`config.mk`:
```
export PLATFORM = sky130hd
export DESIGN_NAME = mbp_port
export DESIGN_NICKNAME = d
export VERILOG_FILES = /design/src/rtl/mbp_pkg.sv /design/src/rtl/mbp_port.sv
export SDC_FILE = /design/constraint.sdc
export NUM_CORES = 1
export LEC_CHECK = 0
export BUFFER_PORTS_ARGS = -buffer_cell sky130_fd_sc_hd__buf_2
export CORE_MARGIN = 8
export CORE_UTILIZATION = 28
export CTS_CLUSTER_DIAMETER = 200
export CTS_CLUSTER_SIZE = 28
export DETAILED_ROUTE_END_ITERATION = 8
export RECOVER_POWER = 25
export SLEW_MARGIN = 5
export SYNTH_ARGS = -nofsm -noshare
export SYNTH_HDL_FRONTEND = slang
export SYNTH_SLANG_ARGS = --single-unit
```
`constraint.sdc`:
```
create_clock -name clk_in -period 3.25 [get_ports clk_in]
set_clock_uncertainty 0.2 [all_clocks]
set_input_delay 0.1625 -clock clk_in [delete_from_list [all_inputs] [get_ports clk_in]]
set_output_delay 0.1625 -clock clk_in [all_outputs]
set_load 0.01 [all_outputs]
```
`src/rtl/mbp_pkg.sv`:
```
// mbp_pkg: constants and carrier types for the host-bus port block
// assumes one clock domain; configuration arrives as fixed straps
package mbp_pkg;
  // ********************************
  // widths, reset value and all-pins pin-function patterns
  // ********************************
  localparam int MBP_PORT_W = 8;
  localparam int MBP_PC_W = 3;
  localparam int MBP_HADDR_W = 8;
  localparam logic [7:0] MBP_RST_BYTE = 8'h00;
  localparam logic [7:0] MBP_PORTB_CS_ALL = 8'h00;
  localparam logic [7:0] MBP_PORTA_ADDR_ALL = 8'hFF;
  localparam logic [2:0] MBP_PORTC_CS_ALL = 3'h7;

  // configuration straps, loaded once at programming
  typedef struct packed {
    logic bus_multiplex_select;
    logic latch_strobe_polarity;
    logic memory_space_split;
    logic porta_track_select;
    logic [7:0] porta_pin_function;
    logic [7:0] portb_pin_function;
    logic [2:0] portc_pin_function;
    logic [7:0] porta_drive_type;
    logic [7:0] portb_drive_type;
  } mbp_cfg_t;

  // decoder terms supplied by the address decoder array
  typedef struct packed {
    logic [7:0] fetch_cs;
    logic [7:0] data_cs;
    logic [2:0] fetch_pc_cs;
    logic [2:0] data_pc_cs;
  } mbp_dec_t;

  // one pin group: output value and enable
  typedef struct packed {
    logic [7:0] val;
    logic [7:0] oe;
  } mbp_pins_t;
endpackage : mbp_pkg

```
`src/rtl/mbp_port.sv`:
```
// mbp_port: address latch, port A/B/C pin function and drive logic
// assumes the host strobes and bus are synchronous to clk_in and the
// decoder array computes chip-select terms from the host address
// assumes the pad ring turns each value/enable pair into a three-state or open-drain pin
// assumes cfg_in never moves while nrst_in is high
`timescale 1ns/1ps
module mbp_port
  import mbp_pkg::*;
#(
  parameter int PORT_W = MBP_PORT_W
) (
  input wire logic clk_in,
  input wire logic nrst_in,
  input wire mbp_cfg_t cfg_in,
  input wire mbp_dec_t dec_in,
  input wire logic [7:0] ad_in,
  input wire logic [MBP_HADDR_W-1:0] high_addr_in,
  input wire logic address_strobe_input_in,
  input wire logic program_fetch_strobe_n_in,
  input wire logic second_host_active_in,
  input wire logic [7:0] porta_gpio_in,
  input wire logic [7:0] portb_gpio_in,
  input wire logic [2:0] portc_pin_in,
  output logic [7:0] porta_out,
  output logic [7:0] porta_oe_out,
  output logic [7:0] portb_out,
  output logic [7:0] portb_oe_out,
  output logic [2:0] portc_out,
  output logic [2:0] portc_oe_out,
  output logic [7:0] latched_addr_out,
  output logic [2:0] portc_addr_out
);
  // ********************************
  // state
  // ********************************
  typedef struct packed {
    logic [7:0] alatch;
    mbp_pins_t pa;
    mbp_pins_t pb;
    logic [2:0] pc_val;
    logic [2:0] pc_oe;
    logic [2:0] pc_addr;
  } mbp_state_t;

  mbp_state_t state_reg;
  mbp_state_t state_next;
  logic strobe_act;
  logic fetch_cyc;
  logic [7:0] cs_sel;
  logic [2:0] pc_cs_sel;

  // ********************************
  // combinational helpers
  // ********************************
  // strobe level follows the programmed polarity
  assign strobe_act = address_strobe_input_in ^ cfg_in.latch_strobe_polarity;
  // fetch cycles only distinguished in split memory mode
  assign fetch_cyc = cfg_in.memory_space_split & ~program_fetch_strobe_n_in;
  assign cs_sel = fetch_cyc ? dec_in.fetch_cs : dec_in.data_cs;
  assign pc_cs_sel = fetch_cyc ? dec_in.fetch_pc_cs : dec_in.data_pc_cs;

  // ********************************
  // next state
  // ********************************
  // cfg_in is a strap input with no write path; the block never alters it
  always_comb begin
    state_next = state_reg;
    // transparent while strobe active, holds after it falls: a latch in clocked form
    if (cfg_in.bus_multiplex_select && strobe_act) begin
      state_next.alatch = ad_in;
    end
    // port A: track has priority and ignores the pin-function field
    if (cfg_in.porta_track_select) begin
      state_next.pa.val = ad_in;
      // released while the second host owns the memory to avoid contention
      state_next.pa.oe = second_host_active_in ? 8'h00 : 8'hFF;
    end else begin
      for (int i = 0; i < PORT_W; i++) begin
        // function bit set: address out, clear: general output
        state_next.pa.val[i] = cfg_in.porta_pin_function[i] ? state_reg.alatch[i]
                                                            : porta_gpio_in[i];
        // open drain leaves ones to the pull-up, so only zeros are driven
        state_next.pa.oe[i] = cfg_in.porta_drive_type[i] ? ~state_next.pa.val[i] : 1'h1;
      end
    end
    // port B: bit clear selects decoder chip-select; identity, latch-enable and
    // bus-width terms are all decoder outputs so they share this path
    for (int i = 0; i < PORT_W; i++) begin
      state_next.pb.val[i] = cfg_in.portb_pin_function[i] ? portb_gpio_in[i]
                                                          : cs_sel[i];
      // open drain only pulls low; a sharing host must also be open drain
      state_next.pb.oe[i] = cfg_in.portb_drive_type[i] ? ~state_next.pb.val[i] : 1'h1;
    end
    // port C: set bit gives chip-select output, clear gives high-address input
    state_next.pc_val = pc_cs_sel & cfg_in.portc_pin_function;
    state_next.pc_oe = cfg_in.portc_pin_function;
    // clear bits read the pin as a high-address input; chip-select bits read back zero
    state_next.pc_addr = portc_pin_in & ~cfg_in.portc_pin_function;
  end

  // ********************************
  // registers
  // ********************************
  always_ff @(posedge clk_in or negedge nrst_in) begin
    if (!nrst_in) begin
      state_reg <= '0;
    end else begin
      state_reg <= state_next;
    end
  end

  // every pin value and enable is a flop output, so no strap or bus glitch reaches a pad
  assign porta_out = state_reg.pa.val;
  assign porta_oe_out = state_reg.pa.oe;
  assign portb_out = state_reg.pb.val;
  assign portb_oe_out = state_reg.pb.oe;
  assign portc_out = state_reg.pc_val;
  assign portc_oe_out = state_reg.pc_oe;
  assign latched_addr_out = state_reg.alatch;
  // high_addr_in passes to memory outside the block and is never latched here
  assign portc_addr_out = state_reg.pc_addr;

  // ********************************
  // checks
  // ********************************
  // every check is disabled while nrst_in is low
  // a strobe in multiplexed mode loads the bus byte on that edge
  addr_latch_a: assert property (@(posedge clk_in) disable iff (!nrst_in)
    (cfg_in.bus_multiplex_select && strobe_act) |=> latched_addr_out == $past(ad_in))
    else $error("address latch missed strobe");
  // without a strobe the latch keeps its byte
  latch_hold_a: assert property (@(posedge clk_in) disable iff (!nrst_in)
    (!strobe_act && $stable(cfg_in)) |=> $stable(latched_addr_out))
    else $error("address latch changed without strobe");

  // address function shows the latch one edge later
  porta_addr_a: assert property (@(posedge clk_in) disable iff (!nrst_in)
    (!cfg_in.porta_track_select && cfg_in.porta_pin_function == MBP_PORTA_ADDR_ALL)
    |=> porta_out == $past(latched_addr_out))
    else $error("port A not showing latched address");
  // track mode without a second host passes the bus and drives every pin
  track_pass_a: assert property (@(posedge clk_in) disable iff (!nrst_in)
    (cfg_in.porta_track_select && !second_host_active_in)
    |=> porta_out == $past(ad_in) && porta_oe_out == 8'hFF)
    else $error("track mode not passing bus");
  // in track mode a second host on the memory sees port A released
  track_float_a: assert property (@(posedge clk_in) disable iff (!nrst_in)
    (cfg_in.porta_track_select && second_host_active_in) |=> porta_oe_out == 8'h00)
    else $error("port A driven during second host access");

  // chip-select function carries the selected decoder set
  portb_cs_a: assert property (@(posedge clk_in) disable iff (!nrst_in)
    (cfg_in.portb_pin_function == MBP_PORTB_CS_ALL) |=> portb_out == $past(cs_sel))
    else $error("port B not showing chip-selects");

  // port C chip-select pins are all driven
  portc_cs_a: assert property (@(posedge clk_in) disable iff (!nrst_in)
    (cfg_in.portc_pin_function == MBP_PORTC_CS_ALL)
    |=> portc_oe_out == 3'h7 && portc_out == $past(pc_cs_sel))
    else $error("port C not chip-select outputs");
  // a fetch in split mode uses the fetch decoder set
  fetch_split_a: assert property (@(posedge clk_in) disable iff (!nrst_in)
    (cfg_in.memory_space_split && !program_fetch_strobe_n_in
     && cfg_in.portb_pin_function == MBP_PORTB_CS_ALL)
    |=> portb_out == $past(dec_in.fetch_cs))
    else $error("fetch decode not used");
  // open-drain port B never drives a one
  od_drive_a: assert property (@(posedge clk_in) disable iff (!nrst_in)
    (cfg_in.portb_drive_type == 8'hFF) |=> (portb_oe_out & portb_out) == 8'h00)
    else $error("open drain pin driving high");

  // a non-multiplexed host never loads the latch
  latch_refuse_a: assert property (@(posedge clk_in) disable iff (!nrst_in)
    (!cfg_in.bus_multiplex_select) |=> $stable(latched_addr_out))
    else $error("address latch loaded in non-multiplexed mode");

  // general output function on port A shows the output value, not the latch
  porta_gpio_a: assert property (@(posedge clk_in) disable iff (!nrst_in)
    (!cfg_in.porta_track_select && cfg_in.porta_pin_function == 8'h00)
    |=> porta_out == $past(porta_gpio_in))
    else $error("port A general output wrong");
  // open-drain port A drives only zeros outside track mode
  porta_od_a: assert property (@(posedge clk_in) disable iff (!nrst_in)
    (!cfg_in.porta_track_select && cfg_in.porta_drive_type == 8'hFF)
    |=> (porta_oe_out & porta_out) == 8'h00)
    else $error("open drain port A pin driving high");

  // data accesses and combined memory use the data decoder set
  data_decode_a: assert property (@(posedge clk_in) disable iff (!nrst_in)
    (!(cfg_in.memory_space_split && !program_fetch_strobe_n_in)
     && cfg_in.portb_pin_function == MBP_PORTB_CS_ALL)
    |=> portb_out == $past(dec_in.data_cs))
    else $error("data decode not used");
  // push-pull port B drives every pin
  portb_cmos_a: assert property (@(posedge clk_in) disable iff (!nrst_in)
    (cfg_in.portb_drive_type == 8'h00) |=> portb_oe_out == 8'hFF)
    else $error("push-pull port B pin released");
  // general output function on port B shows the output value
  portb_gpio_a: assert property (@(posedge clk_in) disable iff (!nrst_in)
    (cfg_in.portb_pin_function == 8'hFF) |=> portb_out == $past(portb_gpio_in))
    else $error("port B general output wrong");

  // input function on port C releases the pins and registers their levels
  portc_input_a: assert property (@(posedge clk_in) disable iff (!nrst_in)
    (cfg_in.portc_pin_function == 3'h0)
    |=> portc_oe_out == 3'h0 && portc_addr_out == $past(portc_pin_in))
    else $error("port C input function wrong");
endmodule : mbp_port

```
== Word level (Yosys, flattened, before mapping) ==
Index checks and enable logic that the tools add are counted.

* Output and inout bits: 49
* Bits of input ports: 101
* Flip-flop bits (word level): 49
* Word-level logic and storage cells: 67

* Reduce and logical (&&, ||, !) cells: 1
* Bitwise operators: 22
* Multiplexer cells: 36

{| class="wikitable"
|+ Operators by type and width
! kind !! number
|-
| $mux 1 || 32
|-
| $not 1->1 || 17
|-
| $mux 16 || 1
|-
| $mux 8 || 2
|-
| $and 3x3->3 || 2
|-
| $mux 3 || 1
|-
| $not 3->3 || 1
|-
| $and 1x1->1 || 1
|-
| $logic_and 1x1->1 || 1
|-
| $xor 1x1->1 || 1
|}

== Logic depth before layout (Yosys ltp) ==
* Depth after elaboration: 6
* Gate-level depth with buffers: 4
* Mapped depth without buffers: 3

== Worst setup path before layout ==
No wires, ideal clock.

* Path type: register to register
* From: reg state_reg (netlist bit latched_addr_out[0])
* To: reg state_reg (netlist bit porta_out[0])
* Path buffers: 0
* Cell stages (with the launch flop): 3
* Setup time: 0.125 ns
* Data required time: 2.925 ns
* Arrival: 0.922 ns
* Clock period less this slack: 1.246 ns
* Slack: 2.004 ns
* Cell sequence: dfrtp_1 > mux2_2 > mux2_2

{| class="wikitable"
|+ RTL lines
! item !! RTL line !! source
|-
| start, declared || mbp_port.sv:45 || <nowiki>mbp_state_t state_reg;</nowiki>
|-
| start signal, assigned || mbp_port.sv:108 || <nowiki>state_reg <= state_next;</nowiki>
|}

==> qor.csv <==
stage;metric;value;unit
yosys;syn_inst;130;
yosys;synth_seq_area_share;0.615;
drt;via_per_inst;4.25;
drt;route.detailed.drc;0;
drt;drt_wl_total;6.42;mm
finish;areaGrowthSynthToFinish;72.5;%
critical_path;critPathKind;flip-flop to flip-flop;
clock_network;cts-buffers-inserted;5;
critical_path;critical-path-slowest-cell;dlygate4sd3_1;
critical_path;endpoint_kind;flip-flop;
clock_network;cts_sinks;49;
critical_path;cp-start-kind;flip-flop;
grt;antenna_found_initial;0;
finish;final_area;3440;sq um
floorplanning;boundaryPins;150;
grt;grt_first_pass_wirelength;10.6;mm
yosys;yosysWarnings;0;
hold_path;hold_class;input port to flip-flop;
grt;track_usage;0.132;
yosys;synthesis.area;1990;sq um
floorplanning;die_area;10100;sq um
grt;gr-total-overflow;0;
sta;tns;0;ps
floorplanning;rows;30;
placed_design;gp_congestion;0.751;
critical_path;crit_fanout;3;
run_status;status;completed;
sta;finalMaxSlewViolations;0;
finish;final_cell_mix;buf_2 (114), dlygate4sd3_1 (57), dfrtp_1 (49);
critical_path;arrival;1680;ps
sta;worst_slew_pin_slew;1080;ps
drt;drt_iter0_markers;13;
clock_network;clock-root-buffer;clkbuf_8;
floorplanning;die_w;100;um
finish;final_nets;433;
finish;drive_gt1_frac;0.479;
drt;vias;1821;
job;cap_violations;0;
sta;hold_viol_final;0;
drt;dr.pass1.iters;3;
power;power.density;423;nW/um^2
sta;layout_min_cycle_time;1650;ps
clock_network;cts_resized;0;
sta;fmax;0.605;GHz
placed_design;post-dp-hpwl;4.61;mm
yosys;ys_ff_latch;49;
floorplanning;start_util;0.292;
grt;grt_max_degree;50;
yosys;synth_nets;231;
grt;grt_pass1_vias;2198;
floorplanning;core-area;6830;sq um
critical_path;crit_chain;mux2_2 > a31oi_1 > dlygate4sd3_1;
clock_network;clkTransAtPathRegs;70;ps
placed_design;portBuffers;141;
sta;rsz0062_at_grt;no;
power;max-vdd-ir-drop;199;uV
finish;final_common_cell;buf_2;
clock_network;worstSkewPairLatency;290;ps
sta;setup_viol;0;
power;leakagePower;0.00161;uW
sta;slew_headroom;0.280;
clock_network;clk_path_buf_depth;2;
clock_network;cts_tree;built;
yosys;syn_avg_cell_area;15.3;sq um
critical_path;worst_ep_required_time;3270;ps
clock_network;htreeDepth;2;
floorplanning;die_h;100;um
sta;fin_crit_sh;0.509;
drt;wire_per_inst;15.0;um
critical_path;cpPeakStageDelay;570;ps
yosys;synth_cell_type_count;18;
finish;diodes;0;
drt;ant_nets;0;
placed_design;placed_cell_area;2800;sq um
## synthesized netlist by cell type (all sizes together)
master | n | share of area
mux2 | 32 | 0.19
o211ai | 8 | 0.048
dfrtp | 49 | 0.61
nand2b | 9 | 0.032
a31oi | 8 | 0.025
buf | 2 | 0.0082
clkinv | 1 | 0.0019
and2 | 1 | 0.0031
o21a | 8 | 0.030
clkbuf | 1 | 0.0019
mux2i | 3 | 0.015
nor2b | 6 | 0.019
xor2 | 1 | 0.0044
nand2 | 1 | 0.0031
## worst max-delay path: cells and delay by family, from the launching register on
kind	cells	cell delay [ps]
muxes	1	280
AOI/OAI and AO/OA	1	160
DFF	1	390
buffers and inverters	1	570
## state kept, by name (all words and copies together) (netlist names)
name	flops
porta_out	8
portb_out	8
portb_oe_out	8
porta_oe_out	8
portc_addr_out	3
latched_addr_out	8
portc_oe_out	3
portc_out	3
## stage by stage
step / setup slack [ps] / utilization / std cells / power (uW) / hold WS (ps)
final: 1600 / 0.504 / 428 / 1450 / 5.44
after global routing: 1530 / 0.504 / 428 / 1540 / 8.37
after CTS: 1610 / 0.509 / 428 / 1480 / 0.345
after detailed placement: 1810 / 0.410 / 364 / 1000 / 100
after global placement: 1820 / 0.410 / 364 / 999 / 95.1
after floorplan: 2000 / - / 130 / 845 / -333
## layer usage
layer	global-route usage	part of all wire	vias up
met3	0.0803	0.14	7
met5	0	0	-
li1	-	-	866
met2	0.224	0.48	108
met1	0.135	0.37	840
met4	0.0326	0.010	0
## power by group
part           switching, uW  total (uW)  leakage, uW  internal (uW)
sequential              23.9         695     0.000560            671
clock                    189         413    0.0000540            224
combinational            151         347     0.000995            195
## area by class of cell
| type | instances | area (sq um) |
|---|---|---|
| clock buffers | 5 | 68.8 |
| clock inverters | 2 | 35.0 |
| fillers | 624 | 3390 |
| inverters | 1 | 3.75 |
| multi-input cells | 77 | 744 |
| flip-flops and latches | 49 | 1230 |
| well taps | 96 | 120 |
| repair buffers | 198 | 1240 |
## cells by family after synthesis
kind of cell | share of synthesized area
AOI/OAI and AO/OA | 0.103
xor gates and xnor gates | 0.00439
buffers and inverters | 0.0119
DFF | 0.615
muxes | 0.209
and+or+nand+nor | 0.0571
## final timing paths
check / slack, ps / depth (start not counted) / end / start
worst max-delay path: 1600 / 3 / porta_oe_out[1]$_DFF_PN0_ / latched_addr_out[1]$_DFFE_PN0P_
worst min-delay path: 5 / 3 / porta_oe_out[2]$_DFF_PN0_ / porta_gpio_in[2]
worst max register to register: 1600 / 3 / porta_oe_out[1]$_DFF_PN0_ / latched_addr_out[1]$_DFFE_PN0P_
worst min register to register: 340 / 1 / latched_addr_out[0]$_DFFE_PN0P_ / latched_addr_out[0]$_DFFE_PN0P_
max in group asynchronous: 1790 / 2 / latched_addr_out[0]$_DFFE_PN0P_ / nrst_in
min in group asynchronous: 400 / 2 / portb_oe_out[5]$_DFF_PN0_ / nrst_in
## timing repair
action,CTS,global route
setup buffers,0,0
endpoints found under the hold margin,98,0
hold buffers,57,0
Power figures use the tool's default switching activity.
